<file path="src/common/bfh_regs.vh">
// constants of the buck fault and hiccup supervisor
`ifndef BFH_REGS_VH
`define BFH_REGS_VH
// ----------------------------------------------------------------
// clock and timing
// ----------------------------------------------------------------
`define BFH_CLK_KHZ        50000
`define BFH_OV_TIME_NS     5000
`define BFH_UV_TIME_NS     20000
`define BFH_BLANK_TIME_NS  150
`define BFH_OV_CYC         ((`BFH_OV_TIME_NS * `BFH_CLK_KHZ + 999999) / 1000000)
`define BFH_UV_CYC         ((`BFH_UV_TIME_NS * `BFH_CLK_KHZ + 999999) / 1000000)
`define BFH_BLANK_CYC      ((`BFH_BLANK_TIME_NS * `BFH_CLK_KHZ + 999999) / 1000000)
`define BFH_HICCUP_PERIODS 4
`define BFH_OC_EVENTS      3
`define BFH_OC_WINDOW      8
// ----------------------------------------------------------------
// register offsets (byte addresses)
// ----------------------------------------------------------------
`define BFH_CTRL_OFS       4'h0
`define BFH_STATUS_OFS     4'h4
`define BFH_FLOG_OFS       4'h8
// ----------------------------------------------------------------
// fields and reset values
// ----------------------------------------------------------------
`define BFH_CTRL_EN_BIT    0
`define BFH_CTRL_RST       1'b1
`define BFH_FLT_OV_BIT     0
`define BFH_FLT_UV_BIT     1
`define BFH_FLT_OC_BIT     2
`define BFH_FLT_TSD_BIT    3
`define BFH_ST_STATE_LSB   4
`define BFH_ST_REGOK_BIT   8
// ----------------------------------------------------------------
// states
// ----------------------------------------------------------------
`define BFH_S_OFF          3'h0
`define BFH_S_SOFT         3'h1
`define BFH_S_RUN          3'h2
`define BFH_S_OVDIS        3'h3
`define BFH_S_HICCUP       3'h4
`endif

</file>
<file path="src/core/bfh_supervisor.v">
// fault supervisor with hiccup restart for a synchronous buck stage
//
// Chosen here: register access over Avalon-MM and the placing of the registers.
`timescale 1ns/1ps
`default_nettype none
`include "bfh_regs.vh"
// Operation
// - entering hiccup turns both switches off and pulls regulation-ok low
// - hiccup lasts four soft-start periods, then a new soft-start begins
// - in soft-start after hiccup only overcurrent detection is armed
// - overvoltage held over 5 us sets its fault and pulls regulation-ok low
// - overvoltage fault keeps high-side off and low-side on to discharge
// - after overvoltage, hiccup starts once undervoltage comparator asserts
// - undervoltage held over 20 us sets its fault and enters hiccup
// - undervoltage detection is off during any soft-start
// - low-side trip inhibits high-side; released next switching cycle after clear
// - three overcurrent events within eight switching cycles enter hiccup
// - low-side trip ignored for 150 ns after low-side turn-on
// - high-side trip ends the current high-side pulse at once
// - over-temperature turns switches off, pulls regulation-ok low, enters hiccup
// - after thermal shutdown, soft-start begins once over-temperature clears
// - regulation-ok released when fault-free and output within thresholds
// - regulation-ok pulled low on any fault or during soft-start
// - overcurrent is the only detection in every soft-start
// - soft-start begins only with enable high and both lockouts clear
module bfh_supervisor #(
  parameter OV_CYC    = `BFH_OV_CYC,
  parameter UV_CYC    = `BFH_UV_CYC,
  parameter BLANK_CYC = `BFH_BLANK_CYC,
  parameter OC_EVENTS = `BFH_OC_EVENTS
) (
  // clock and reset
  input  wire        clk,
  input  wire        rst,
  input  wire        ce,
  // comparator pins, asynchronous
  input  wire        ovCmp,
  input  wire        uvCmp,
  input  wire        lsOcCmp,
  input  wire        hsOcCmp,
  input  wire        otInd,
  input  wire        enCmp,
  input  wire        vinUvlo,
  input  wire        vddUvlo,
  // modulator and soft-start controller, same clock
  input  wire        pwmHigh,
  input  wire        swCycleStb,
  input  wire        ssDoneStb,
  input  wire        ssPeriodStb,
  // power stage and soft-start control
  output reg         hsGateEn_r,
  output reg         lsGateEn_r,
  output reg         ssStart_r,
  // open-drain regulation-ok pin
  output reg         regOkOut_r,
  output reg         regOkOe_n_r,
  // avalon-mm slave
  input  wire [3:0]  address,
  input  wire        read,
  input  wire        write,
  input  wire [31:0] writedata,
  output reg  [31:0] readdata,
  output reg         waitrequest
);
  // ----------------------------------------------------------------
  // pin synchronisers
  // ----------------------------------------------------------------
  localparam NPIN = 8;
  wire [NPIN-1:0] pinRaw;
  reg  [NPIN-1:0] pinS1_r;
  reg  [NPIN-1:0] pinS2_r;
  reg  [NPIN-1:0] pinS3_r;
  reg  [NPIN-1:0] pinQ_r;
  assign pinRaw = {vddUvlo, vinUvlo, enCmp, otInd, hsOcCmp, lsOcCmp, uvCmp, ovCmp};
  genvar gi;
  generate
    for (gi = 0; gi < NPIN; gi = gi + 1) begin : gSync
      // a level counts only once the last two stages agree
      always @(posedge clk or posedge rst) begin
        if (rst) begin
          pinS1_r[gi] <= 1'b0;
          pinS2_r[gi] <= 1'b0;
          pinS3_r[gi] <= 1'b0;
          pinQ_r[gi]  <= 1'b0;
        end else if (ce) begin
          pinS1_r[gi] <= pinRaw[gi];
          pinS2_r[gi] <= pinS1_r[gi];
          pinS3_r[gi] <= pinS2_r[gi];
          if (pinS2_r[gi] == pinS3_r[gi]) begin
            pinQ_r[gi] <= pinS3_r[gi];
          end
        end
      end
    end
  endgenerate
  wire ovS  = pinQ_r[0];
  wire uvS  = pinQ_r[1];
  wire lsOc = pinQ_r[2];
  wire hsOc = pinQ_r[3];
  wire otS  = pinQ_r[4];
  wire enS  = pinQ_r[5];
  wire vinL = pinQ_r[6];
  wire vddL = pinQ_r[7];

  // ----------------------------------------------------------------
  // state and registers
  // ----------------------------------------------------------------
  reg  [2:0]  state_r;
  reg  [2:0]  state_nxt;
  reg  [9:0]  ovCnt_r;
  reg  [9:0]  uvCnt_r;
  reg  [3:0]  blankCnt_r;
  reg  [2:0]  hicCnt_r;
  reg  [6:0]  ocHist_r;
  reg         ocThisCyc_r;
  reg         lsInhibit_r;
  reg         hsTerm_r;
  reg  [3:0]  fault_r;
  reg  [3:0]  faultLog_r;
  reg         ctrlEn_r;

  wire enReady  = enS & ~vinL & ~vddL & ctrlEn_r;
  wire active   = (state_r == `BFH_S_SOFT) || (state_r == `BFH_S_RUN);
  // qualified voltage and thermal detections are armed only in regulation; overvoltage discharge still acts on otS and uvS
  wire vArmed   = (state_r == `BFH_S_RUN);
  wire ovQual   = vArmed & ovS & (ovCnt_r == OV_CYC[9:0]);
  wire uvQual   = vArmed & uvS & (uvCnt_r == UV_CYC[9:0]);
  wire tsdHit   = vArmed & otS;
  wire lsTrip   = active & lsOc & (blankCnt_r == 4'h0);
  wire hsTrip   = active & hsOc & hsGateEn_r;
  wire ocEvent  = lsTrip | hsTrip;
  wire ocLimit  = active & (ones(ocHist_r[6:0]) + {3'h0, (ocThisCyc_r | ocEvent)}
                  >= OC_EVENTS[3:0]);
  wire hicDone  = (hicCnt_r == `BFH_HICCUP_PERIODS);

  // population count over the switching-cycle history
  function [3:0] ones;
    input [6:0] v;
    integer k;
    begin
      ones = 4'h0;
      for (k = 0; k < 7; k = k + 1) begin
        ones = ones + {3'h0, v[k]};
      end
    end
  endfunction

  // ----------------------------------------------------------------
  // state machine
  // ----------------------------------------------------------------
  always @* begin
    state_nxt = state_r;
    case (state_r)
      `BFH_S_OFF: begin
        if (enReady) state_nxt = `BFH_S_SOFT;
      end
      `BFH_S_SOFT: begin
        if (!enReady) state_nxt = `BFH_S_OFF;
        else if (ocLimit) state_nxt = `BFH_S_HICCUP;
        else if (ssDoneStb) state_nxt = `BFH_S_RUN;
      end
      `BFH_S_RUN: begin
        if (!enReady) state_nxt = `BFH_S_OFF;
        else if (tsdHit || uvQual || ocLimit) state_nxt = `BFH_S_HICCUP;
        else if (ovQual) state_nxt = `BFH_S_OVDIS;
      end
      `BFH_S_OVDIS: begin
        if (otS || uvS) state_nxt = `BFH_S_HICCUP;
      end
      `BFH_S_HICCUP: begin
        // restart waits for the delay and for the die to cool
        if (hicDone && !otS && enReady) state_nxt = `BFH_S_SOFT;
      end
      default: state_nxt = `BFH_S_OFF;
    endcase
  end

  always @(posedge clk or posedge rst) begin
    if (rst) begin
      state_r     <= `BFH_S_OFF;
      ssStart_r   <= 1'b0;
      hicCnt_r    <= 3'h0;
      ovCnt_r     <= 10'h000;
      uvCnt_r     <= 10'h000;
      fault_r     <= 4'h0;
    end else if (ce) begin
      state_r   <= state_nxt;
      ssStart_r <= (state_nxt == `BFH_S_SOFT) && (state_r != `BFH_S_SOFT);
      if (state_r != `BFH_S_HICCUP) begin
        hicCnt_r <= 3'h0;
      end else if (ssPeriodStb && !hicDone) begin
        hicCnt_r <= hicCnt_r + 3'h1;
      end
      // qualification timers restart whenever the comparator drops
      if (!vArmed || !ovS) ovCnt_r <= 10'h000;
      else if (ovCnt_r != OV_CYC[9:0]) ovCnt_r <= ovCnt_r + 10'h001;
      if (!vArmed || !uvS) uvCnt_r <= 10'h000;
      else if (uvCnt_r != UV_CYC[9:0]) uvCnt_r <= uvCnt_r + 10'h001;
      if (state_nxt == `BFH_S_SOFT && state_r != `BFH_S_SOFT) begin
        fault_r <= 4'h0;
      end else begin
        if (ovQual) fault_r[`BFH_FLT_OV_BIT] <= 1'b1;
        if (uvQual) fault_r[`BFH_FLT_UV_BIT] <= 1'b1;
        if (ocLimit) fault_r[`BFH_FLT_OC_BIT] <= 1'b1;
        if (tsdHit || (state_r == `BFH_S_OVDIS && otS)) fault_r[`BFH_FLT_TSD_BIT] <= 1'b1;
      end
    end
  end

  // ----------------------------------------------------------------
  // overcurrent handling and gate drive
  // ----------------------------------------------------------------
  reg hsNxt;
  reg lsNxt;
  always @* begin
    hsNxt = 1'b0;
    lsNxt = 1'b0;
    if (state_nxt == `BFH_S_OVDIS) begin
      lsNxt = 1'b1;
    end else if (active && state_nxt != `BFH_S_HICCUP && state_nxt != `BFH_S_OFF) begin
      hsNxt = pwmHigh & ~lsInhibit_r & ~lsTrip & ~hsTerm_r & ~hsTrip;
      lsNxt = ~hsNxt & ~pwmHigh;
    end
    // hiccup and off leave both drives low
  end

  always @(posedge clk or posedge rst) begin
    if (rst) begin
      hsGateEn_r  <= 1'b0;
      lsGateEn_r  <= 1'b0;
      blankCnt_r  <= 4'h0;
      lsInhibit_r <= 1'b0;
      hsTerm_r    <= 1'b0;
      ocHist_r    <= 7'h00;
      ocThisCyc_r <= 1'b0;
    end else if (ce) begin
      hsGateEn_r <= hsNxt;
      lsGateEn_r <= lsNxt;
      if (lsNxt && !lsGateEn_r) blankCnt_r <= BLANK_CYC[3:0];
      else if (blankCnt_r != 4'h0) blankCnt_r <= blankCnt_r - 4'h1;
      if (lsTrip) lsInhibit_r <= 1'b1;
      else if (swCycleStb && !lsOc) lsInhibit_r <= 1'b0;
      // a terminated pulse stays off until the modulator ends it
      if (hsTrip) hsTerm_r <= 1'b1;
      else if (!pwmHigh) hsTerm_r <= 1'b0;
      if (!active) begin
        ocHist_r    <= 7'h00;
        ocThisCyc_r <= 1'b0;
      end else if (swCycleStb) begin
        ocHist_r    <= {ocHist_r[5:0], ocThisCyc_r | ocEvent};
        ocThisCyc_r <= 1'b0;
      end else if (ocEvent) begin
        ocThisCyc_r <= 1'b1;
      end
    end
  end

  // ----------------------------------------------------------------
  // regulation-ok open-drain output
  // ----------------------------------------------------------------
  wire regGood = (state_nxt == `BFH_S_RUN) && (fault_r == 4'h0) && !ovS && !uvS;
  always @(posedge clk or posedge rst) begin
    if (rst) begin
      regOkOut_r  <= 1'b0;
      regOkOe_n_r <= 1'b0;
    end else if (ce) begin
      regOkOut_r  <= 1'b0;
      regOkOe_n_r <= regGood;
    end
  end

  // ----------------------------------------------------------------
  // avalon-mm register slave
  // ----------------------------------------------------------------
  wire        acc   = (read | write) & waitrequest;
  wire        wrNow = write & ~waitrequest;
  wire [31:0] stWord = {23'h0, ~regOkOe_n_r, 1'b0, state_r, fault_r};
  always @(posedge clk or posedge rst) begin
    if (rst) begin
      waitrequest <= 1'b1;
      readdata    <= 32'h0;
      ctrlEn_r    <= `BFH_CTRL_RST;
      faultLog_r  <= 4'h0;
    end else if (ce) begin
      // one wait cycle, then the answer; readdata stands at that edge
      waitrequest <= ~acc;
      if (acc && read) begin
        case (address)
          `BFH_CTRL_OFS:   readdata <= {31'h0, ctrlEn_r};
          `BFH_STATUS_OFS: readdata <= stWord;
          `BFH_FLOG_OFS:   readdata <= {28'h0, faultLog_r};
          default:         readdata <= 32'h0;
        endcase
      end
      if (wrNow && address == `BFH_CTRL_OFS) ctrlEn_r <= writedata[`BFH_CTRL_EN_BIT];
      // sticky log: a new fault wins over a clear in the same cycle
      if (wrNow && address == `BFH_FLOG_OFS) begin
        faultLog_r <= (faultLog_r & ~writedata[3:0]) | fault_r;
      end else begin
        faultLog_r <= faultLog_r | fault_r;
      end
    end
  end
endmodule // bfh_supervisor
`default_nettype wire

</file>
<file path="config.mk">
export PLATFORM = sky130hd
export DESIGN_NAME = bfh_supervisor
export DESIGN_NICKNAME = d
export VERILOG_FILES = /design/src/core/bfh_supervisor.v
export VERILOG_INCLUDE_DIRS = /design/src /design/src/common
export SDC_FILE = /design/constraint.sdc
export NUM_CORES = 1
export LEC_CHECK = 0
export BUFFER_PORTS_ARGS = -buffer_cell sky130_fd_sc_hd__buf_2
export CAP_MARGIN = 20
export CORE_MARGIN = 5
export CORE_UTILIZATION = 45
export CTS_BUF_LIST = sky130_fd_sc_hd__clkbuf_4 sky130_fd_sc_hd__clkbuf_8
export DETAILED_ROUTE_END_ITERATION = 8
export PLACE_DENSITY_LB_ADDON = 0.1
export SLEW_MARGIN = 30
export SYNTH_ARGS = -nofsm -noshare
export SYNTH_HDL_FRONTEND = slang
export SYNTH_SLANG_ARGS = --single-unit
</file>
<file path="constraint.sdc">
create_clock -name clk -period 9.7 [get_ports clk]
set_input_delay 1.94 -clock clk [delete_from_list [all_inputs] [get_ports clk]]
set_output_delay 1.94 -clock clk [all_outputs]
set_load 0.01 [all_outputs]
</file>
==> results.sh, run 1 <==
export IMPL_fill_cells=984
export IMPL_die_w_um=114
export IMPL_drt_total_wl_um=9490
export IMPL_finalCritPeriodShare_pct=44.8
export IMPL_synth_area_per_cell_um2=9.96
export IMPL_power_total_uw=891
export IMPL_cp_max_fo=7
export IMPL_setup_viol=0
export IMPL_grt_start_max_net_pins=74
export IMPL_syn2layout_area_growth_pct=8.24
export IMPL_synth_async_reset_ratio_pct=100
export IMPL_p_int_uw=619
export IMPL_cp_buffers_inverters=3
export IMPL_p_clk_share_pct=30.4
export IMPL_finalHoldViolations=0
export IMPL_port_buffers=37
export IMPL_p_leak_nw=2.37
export IMPL_timing_final_max_slew_violations=0
export IMPL_final_antenna_net_count=0
export IMPL_crit_top_cell="inv_1"
export IMPL_antenna_found_initial=0
export IMPL_yosysWarnings=0
export IMPL_fin_util_pct=50.2
export IMPL_dp_cells=645
export IMPL_grt_pass1_vias=3408
export IMPL_relSlewSlack_pct=47.2
export IMPL_swShare_pct=30.5
export IMPL_die_h_um=114
export IMPL_pin_count=91
export IMPL_htreeDepth=3
export IMPL_synth_area_mm2=0.00483
export IMPL_cts_sink_count=94
export IMPL_worst_setup_path_end_kind="flip-flop"
export IMPL_cts_tree="yes"
export IMPL_holdBufCountCts=0
export IMPL_track_usage_pct=15.2
export IMPL_clk_latency_ps=360
export IMPL_peakVddDrop_uv=98.1
export IMPL_cp_start_kind="flip-flop"
export IMPL_drt_iter0_markers=176
export IMPL_fin_ws_ps=5360
export IMPL_cpPeakStageDelay_ps=460
export IMPL_ys_seq_elements=94
export IMPL_dr_pass1_iters=4
export IMPL_path_delay_family="compound AO/OA/AOI/OAI gates"
export IMPL_fin_cells=661
export IMPL_rows=37
export IMPL_outcome="complete, no violations"
export IMPL_placed_area_mm2=0.00502
export IMPL_seq_area_frac_synth_pct=48.8
export IMPL_seqPwrFrac_pct=54.4
export IMPL_clk_pin_slew_ps=100
export IMPL_routed_via_density=5.24
export IMPL_vias=3463
export IMPL_ys_flop_type="dfrtp_1"
export IMPL_synth_edf_count=0
export IMPL_fmax_mhz=230
export IMPL_synth_cell_type_count=65
export IMPL_skew_ps=10.1
export IMPL_tns_ps=0
export IMPL_grt_setup_unrepaired="no"
export IMPL_grt_pass1_wl_um=16200
export IMPL_cp_cell_sequence="inv_1, ha_1, nor2b_1, nor2b_1, a22o_1, a31oi_1, fa_1, inv_1, ha_1, inv_1, fa_1, a211o_1, a221oi_4, a21oi_2, o41ai_2, a32o_2, a211oi_1"
export IMPL_routedWlPerCell_um=14.4
export IMPL_gp_congestion=0.796
export IMPL_worstMarginPinSlew_ps=785
export IMPL_cp_slowest_cell="fa_1"
export IMPL_drv_cap=0
export IMPL_worstPathArrival_ps=4590
export IMPL_holdWs_ps=478
export IMPL_clock_path_buffers=2
export IMPL_post_cts_buffers=0
export IMPL_p_comb_share_pct=15.2
export IMPL_numCtsBuffers=9
export IMPL_grt_overflow_total=0
export IMPL_hold_class="flip-flop to flip-flop"
export IMPL_path_class="flip-flop to flip-flop"
export IMPL_antennaDiodeCount=0
export IMPL_final_nets=588
export IMPL_switchingPower_uw=271
export IMPL_start_util_pct=46.4
export IMPL_dp_hpwl_um=6640
export IMPL_drive_above_1_share_pct=17.5
export IMPL_clock_tree_root_cell="clkbuf_8"
export IMPL_design_area_mm2=0.00523
export IMPL_die_area_mm2=0.0129
export IMPL_cts_resized=0
export IMPL_postSynthCellCount=485
export IMPL_pre_cts_ws_ps=5340
export IMPL_period_minus_slack_ps=4340
export IMPL_p_per_area_mw_per_mm2=170
export IMPL_crit_required_ps=9950
export IMPL_coreArea_mm2=0.0104
export IMPL_drc=0
## cell usage in the layout (no fill, tap or decap), types with 3 or more instances in the layout
master,instances
a21oi_1,19
a22o_1,10
a22oi_1,3
a31oi_1,3
and3_1,3
buf_2,37
clkbuf_8,9
conb_1,25
dfrtp_1,92
fa_1,4
ha_1,11
inv_1,33
inv_6,5
mux2_2,18
nand2_1,45
nand3_1,8
nand4_1,10
nor2_1,52
nor3_1,6
nor4_1,7
o21ai_0,51
o2bb2ai_1,3
xnor2_1,4
xor2_1,9
## cells by family (layout without fill, tap and decap cells)
logic type                 Yosys count  in the layout  share of synthesized area, %
DFF                                 94             94                          48.8
other                                1             25                        0.0777
AOI/OAI and AO/OA                  113            113                          15.2
xor gates and xnor gates            13             13                          2.36
muxes                               19             19                          4.41
adders and majority gates           15             15                          4.51
buffers and inverters               74             90                          8.53
and+or+nand+nor                    156            156                          16.1
## worst min-delay path: stages, from the launching register on
cell and delay [ps]:
dfrtp_1 350, nand2_1 40, o21ai_0 50
## cell type report
class                           count  area, um^2  share of cell area, %
Inverter                           34         129                   2.47
Sequential cell                    94        2350                   45.1
Clock buffer                        9         124                   2.37
Tap cell                          136         170                   3.26
Clock inverter                      7        78.8                   1.51
Timing Repair Buffer               40         211                   4.05
Multi-Input combinational cell    341        2160                   41.3
## final timing paths
| path | start | end | slack (ps) | depth (start not counted) |
|---|---|---|---|---|
| min | readdata[3] | readdata[3] | 480 | 2 |
| min reg2reg | readdata[3] | readdata[3] | 480 | 2 |
| min in group asynchronous | rst | blankCnt_r[0] | 1560 | 2 |
| max reg2reg | blankCnt_r[0] | blankCnt_r[1] | 5360 | 17 |
| max in group asynchronous | rst | otS | 7180 | 3 |
| max | blankCnt_r[0] | blankCnt_r[1] | 5360 | 17 |
## power by group through the flow
stage | Combinational [mW] | Sequential, mW | Clock, mW
4_1_cts | 0.137 | 0.484 | 0.283
2_1_floorplan | 0.118 | 0.476 | 0
6_report | 0.135 | 0.485 | 0.270
3_3_place_gp | 0.131 | 0.490 | 0
5_1_grt | 0.157 | 0.492 | 0.296
3_5_place_dp | 0.137 | 0.492 | 0
## flip-flops by register name (all words and copies together) (netlist names), 7 cells and up
| name | count |
|---|---|
| uvCnt_r | 10 |
| ocHist_r | 7 |
| ovCnt_r | 10 |
| pinS2_r | 8 |
| readdata | 8 |
| pinS3_r | 8 |
| pinS1_r | 8 |
## cells in the mapped netlist (all sizes together) (4+ instances only)
cell type / n / area share (%)
xor2: 9 / 1.6
a21oi: 20 / 2.2
mux2: 18 / 4.2
nor3: 6 / 0.62
o21ai: 53 / 5.6
clkbuf: 9 / 1.5
xnor2: 4 / 0.73
inv: 34 / 2.6
nor2: 52 / 4.0
nand2: 46 / 3.6
ha: 11 / 2.9
fa: 4 / 1.7
nor4: 7 / 0.91
nand3: 8 / 0.83
a22o: 10 / 1.8
nand4: 10 / 1.3
buf: 31 / 4.4
dfrtp: 92 / 48
## routing by layer
metal / global-route usage [%] / vias up / wire length, um
met5: 0 / - / 0
met4: 3.21 / 0 / 76
met3: 4.19 / 10 / 492
met2: 23.7 / 80 / 4330
met1: 21.5 / 1654 / 4600
li1: - / 1719 / -
Note: power is estimated with default switching activity, not from simulation.
==> inputs of run 2 (changes only) <==
- clock period: 9.7 -> 3.7 ns (I/O delays scaled with it)
==> run 2 against run 1 <==
  * The flow now finishes with violations (negative setup slack)
  * Cell area rose by 4.7%
  * Total power rose to 2.8 times the previous value
  * Non-clock buffer count up 24
  * Final cell count rose by 3.6%
  * Count of clock-buffer cells in the layout grew 1
  * Critical path depth is 2 lower
  * Maximum frequency up 7.1%
  * Critical endpoint unchanged
  * Highest routed layer unchanged
  * Flip-flop and latch count is the same
  * Sequential power rose to 2.6 times the previous value
==> results.sh, run 2 (same netlist as run 1, synthesis figures left out) <==
export IMPL_routed_via_density=5.19
export IMPL_relSlewSlack_pct=48.8
export IMPL_die_w_um=114
export IMPL_grt_overflow_total=0
export IMPL_worstMarginPinSlew_ps=767
export IMPL_clock_path_buffers=2
export IMPL_port_buffers=37
export IMPL_cts_tree="yes"
export IMPL_r2r_cells=15
export IMPL_coreArea_mm2=0.0104
export IMPL_final_antenna_net_count=0
export IMPL_finalHoldViolations=0
export IMPL_layout_common_cells="92 x dfrtp_1, 51 x o21ai_0, 51 x nor2_1, 45 x nand2_1, 37 x buf_2"
export IMPL_numCtsBuffers=9
export IMPL_final_common_cell="dfrtp_1"
export IMPL_grt_start_max_net_pins=54
export IMPL_worstPathArrival_ps=4300
export IMPL_reg2reg_to="blankCnt_r[1]"
export IMPL_fin_ws_ps=-357
export IMPL_seqCellArea_mm2=0.00235
export IMPL_reg2reg_slack_ps=-360
export IMPL_outcome="finished with violations"
export IMPL_fmax_mhz=246
export IMPL_rows=37
export IMPL_setup_viol=15
export IMPL_p_per_area_mw_per_mm2=450
export IMPL_clk_latency_ps=370
export IMPL_peakVddDrop_uv=250
export IMPL_grt_pass1_vias=3543
export IMPL_hold_class="input port to asynchronous set/reset pin"
export IMPL_p_leak_nw=2.50
export IMPL_drt_total_wl_um=9660
export IMPL_holdWs_ps=463
export IMPL_syn2layout_area_growth_pct=13.4
export IMPL_violations="negative setup slack"
export IMPL_finalCritPeriodShare_pct=110
export IMPL_drv_cap=0
export IMPL_clock_tree_root_cell="clkbuf_8"
export IMPL_grt_setup_unrepaired="yes"
export IMPL_die_h_um=114
export IMPL_routedWlPerCell_um=14.1
export IMPL_holdBufCountCts=0
export IMPL_start_util_pct=46.4
export IMPL_fin_util_pct=52.6
export IMPL_track_usage_pct=15.8
export IMPL_vias=3558
export IMPL_clk_pin_slew_ps=90
export IMPL_drive_above_1_share_pct=22.4
export IMPL_timing_final_max_slew_violations=0
export IMPL_drc=0
export IMPL_final_nets=612
export IMPL_pre_cts_ws_ps=-405
export IMPL_dr_pass1_iters=4
export IMPL_dp_hpwl_um=6860
export IMPL_crit_required_ps=3950
export IMPL_rr_startpoint="ocHist_r[0]"
export IMPL_antennaDiodeCount=0
export IMPL_die_area_mm2=0.0129
export IMPL_period_minus_slack_ps=4060
export IMPL_startpoint="ocHist_r[0]"
export IMPL_grt_pass1_wl_um=16700
export IMPL_skew_ps=13.4
export IMPL_cp_start_kind="flip-flop"
export IMPL_gp_congestion=0.793
export IMPL_htreeDepth=3
export IMPL_path_class="flip-flop to flip-flop"
export IMPL_tns_ps=-3740
export IMPL_reg_top3="ovCnt_r x10, uvCnt_r x10"
export IMPL_antenna_found_initial=0
export IMPL_drt_iter0_markers=220
export IMPL_worstSetupEndpoint="blankCnt_r[1]"
export IMPL_fill_cells=973
export IMPL_cts_sink_count=94
export IMPL_pin_count=91
export IMPL_worst_setup_path_end_kind="flip-flop"
export IMPL_multiInputGateArea_mm2=0.00220
export IMPL_cp_max_fo=4
export IMPL_power_total_mw=2.46
run 2: cell types whose count changed in the layout (fill, tap and decap cells not counted), moves of 2 or more:
cell,change
a211oi_1,-2
a211oi_2,+2
buf_4,+24
inv_6,-2
run 2: per-stage QoR:
step,std cells,instance area [um^2]
floorplan,509,4920
global placement,668,5200
detailed placement,668,5200
CTS,684,5440
global route,685,5470
finish,685,5470
run 2: worst max-delay path, cell delays in order (launching register included):
cell	delay, ps
dfrtp_1	410
fa_1	550
inv_1	50
fa_1	500
fa_1	420
inv_1	70
ha_2	160
inv_1	50
fa_2	520
inv_2	40
a221oi_4	350
a21oi_2	110
o41ai_2	230
buf_4	180
a32o_2	240
a211oi_2	50
run 2: power breakdown:
part	total (mW)	switching [mW]	internal, mW	leakage [nW]
sequential	1.26	0.108	1.15	1.19
combinational	0.445	0.236	0.209	1.19
clock	0.761	0.367	0.394	0.115
total	2.46	0.712	1.75	2.50
run 2: worst min-delay path by stage:
stage / to / cells after the start / from
detailed placement: readdata[0] / 2 / readdata[0]
floorplan: ocThisCyc_r / 2 / ocThisCyc_r
finish: ocHist_r[0] / 2 / rst
global placement: readdata[0] / 2 / readdata[0]
CTS: uvCnt_r[2] / 2 / rst
global route: readdata[0] / 2 / readdata[0]
run 2: timing repair:
action / 4_1_cts / 5_1_grt
pin swaps: 4 / 4
buffers inserted: 0 / 1
endpoints found under the setup margin: 15 / 15
gates resized for setup: 4 / 6
run 2: final cells by class:
class	count	area share [%]
inverters	34	2.35
repair buffers	64	7.31
well taps	136	3.11
multi-input cells	341	40.1
clock buffers	10	2.40
clock inverters	6	1.67
flip-flops and latches	94	43.0
run 2: routing by layer:
metal	routed length (um)	share of wire (%)	vias to the layer above	GRT usage [%]
met5	0	0	-	0
met4	105	1.1	0	4.09
met3	565	5.8	9	4.30
met2	4450	46	79	25.8
met1	4540	47	1710	21.0
li1	-	-	1760	-
==> inputs of run 3 (changes only) <==
- CORE_UTILIZATION: 45 -> 52
- TNS_END_PERCENT: not set -> 10
==> run 3 against run 2 <==
  * The flow still finishes with violations (negative setup slack)
  * Via count up 1.6%
  * Total power down 2.7%
  * Combinational power down 1%
  * Register-to-register slack worse by 30 ps
  * Global-route usage rose by 1.8 points
  * Maximum frequency decreased by 0.85%
  * Clock power is 8.3% lower
  * Flip-flop and latch count stayed put
  * Count of clock-buffer cells in the layout stayed put
  * Cell area shrank 0.71%
  * Setup slack worse by 35 ps
  * Largest cell class unchanged
==> results.sh, run 3 (same netlist as run 1, synthesis figures left out) <==
export IMPL_finalHoldViolations=0
export IMPL_dp_hpwl_um=6920
export IMPL_worstPathArrival_ps=4340
export IMPL_outcome="finished with violations"
export IMPL_drive_above_1_share_pct=22.6
export IMPL_routedWlPerCell_um=14.8
export IMPL_reg_top3="ovCnt_r x10, uvCnt_r x10"
export IMPL_die_w_um=106
export IMPL_grt_pass1_vias=3446
export IMPL_clk_latency_ps=350
export IMPL_p_per_area_mw_per_mm2=441
export IMPL_worstMarginPinSlew_ps=1020
export IMPL_vias=3616
export IMPL_grt_start_max_net_pins=49
export IMPL_cp_max_fo=4
export IMPL_power_total_mw=2.40
export IMPL_seqCellArea_mm2=0.00235
export IMPL_violations="negative setup slack"
export IMPL_clk_pin_slew_ps=90
export IMPL_rows=35
export IMPL_switchingPower_uw=708
export IMPL_holdBufCountCts=0
export IMPL_peakVddDrop_uv=259
export IMPL_drt_iter0_markers=141
export IMPL_grt_pass1_wl_um=16200
export IMPL_timing_final_max_slew_violations=0
export IMPL_cp_start_kind="flip-flop"
export IMPL_dr_pass1_iters=7
export IMPL_fin_util_pct=59.4
export IMPL_swShare_pct=29.5
export IMPL_grt_overflow_total=0
export IMPL_port_buffers=37
export IMPL_pin_count=91
export IMPL_coreArea_mm2=0.00915
export IMPL_fin_ws_ps=-391
export IMPL_gp_congestion=0.800
export IMPL_routed_via_density=5.48
export IMPL_die_h_um=106
export IMPL_syn2layout_area_growth_pct=12.6
export IMPL_p_int_mw=1.69
export IMPL_track_usage_pct=17.6
export IMPL_die_area_mm2=0.0113
export IMPL_period_minus_slack_ps=4090
export IMPL_antenna_found_initial=0
export IMPL_multiInputGateArea_mm2=0.00220
export IMPL_hold_class="input port to asynchronous set/reset pin"
export IMPL_clock_path_buffers=2
export IMPL_finalCritPeriodShare_pct=111
export IMPL_relSlewSlack_pct=31.6
export IMPL_fmax_mhz=244
export IMPL_drv_cap=0
export IMPL_setup_viol=15
export IMPL_worst_setup_path_end_kind="flip-flop"
export IMPL_final_common_cell="dfrtp_1"
export IMPL_path_class="flip-flop to flip-flop"
export IMPL_final_antenna_net_count=0
export IMPL_htreeDepth=3
export IMPL_antennaDiodeCount=0
export IMPL_drc=0
export IMPL_grt_setup_unrepaired="yes"
export IMPL_drt_total_wl_um=9740
export IMPL_numCtsBuffers=9
export IMPL_final_nets=612
export IMPL_p_clk_share_pct=29.1
export IMPL_cts_tree="yes"
export IMPL_fill_cells=811
export IMPL_seqPwrFrac_pct=52.5
export IMPL_skew_ps=13.8
export IMPL_p_comb_share_pct=18.3
export IMPL_crit_required_ps=3950
export IMPL_p_leak_nw=2.50
export IMPL_start_util_pct=52.8
export IMPL_clock_tree_root_cell="clkbuf_8"
export IMPL_holdWs_ps=457
export IMPL_tns_ps=-3380
export IMPL_cts_sink_count=94
export IMPL_layout_common_cells="92 x dfrtp_1, 52 x nor2_1, 51 x o21ai_0, 45 x nand2_1, 37 x buf_2"
## run 3: layer usage
layer / share of wire [%] / global-route usage (%)
met1: 47 / 24.2
met2: 47 / 28.1
met3: 4.6 / 3.22
met4: 1.1 / 5.83
met5: 0 / 0
## run 3: critical path, cell delays in order, from the launching register on
cell      delay [ps]
dfrtp_1          410
fa_1             540
inv_1             50
fa_1             460
fa_1             520
inv_1             40
ha_2             170
inv_2             50
fa_2             420
inv_2             80
a221oi_4          80
buf_4            160
a211oi_4         300
o41ai_4          140
a32o_2           330
a211o_1          230
## run 3: final timing paths
kind,to,start,cells after the start,slack [ps]
setup / recovery,blankCnt_r[3],ocHist_r[0],15,-390
setup reg to reg,blankCnt_r[3],ocHist_r[0],15,-390
hold reg to reg,readdata[2],readdata[2],2,480
hold / removal,ocHist_r[0],rst,2,460
min in group clk,readdata[2],readdata[2],2,480
max in group asynchronous,waitrequest,rst,3,2520
## run 3: cell type report
type	instances	area share, %
Sequential cell	94	43.3
Multi-Input combinational cell	341	40.6
Timing Repair Buffer	64	7.37
Tap cell	111	2.56
Clock buffer	10	2.53
Inverter	34	2.39
Clock inverter	6	1.27
## run 3: power groups by stage
stage	logic, mW	clock network (mW)	registers (mW)
4_1_cts	0.438	0.722	1.26
5_1_grt	0.493	0.760	1.28
2_1_floorplan	0.310	0	1.25
3_3_place_gp	0.415	0	1.27
6_report	0.439	0.698	1.26
3_5_place_dp	0.432	0	1.28
## run 3: stage by stage
stage / worst slack (ps) / instances / area, um^2
detailed placement: -431 / 641 / 5150
floorplan: -275 / 509 / 4920
finish: -391 / 660 / 5440
CTS: -419 / 659 / 5420
global route: -533 / 660 / 5440
global placement: -399 / 641 / 5150
## run 3: what timing repair did
| action | in CTS | in global routing |
|---|---|---|
| pin swaps | 7 | 8 |
| setup buffers | 2 | 1 |
| setup endpoints to repair | 15 | 15 |
| gates cloned | 0 | 0 |
| resized for setup | 7 | 5 |
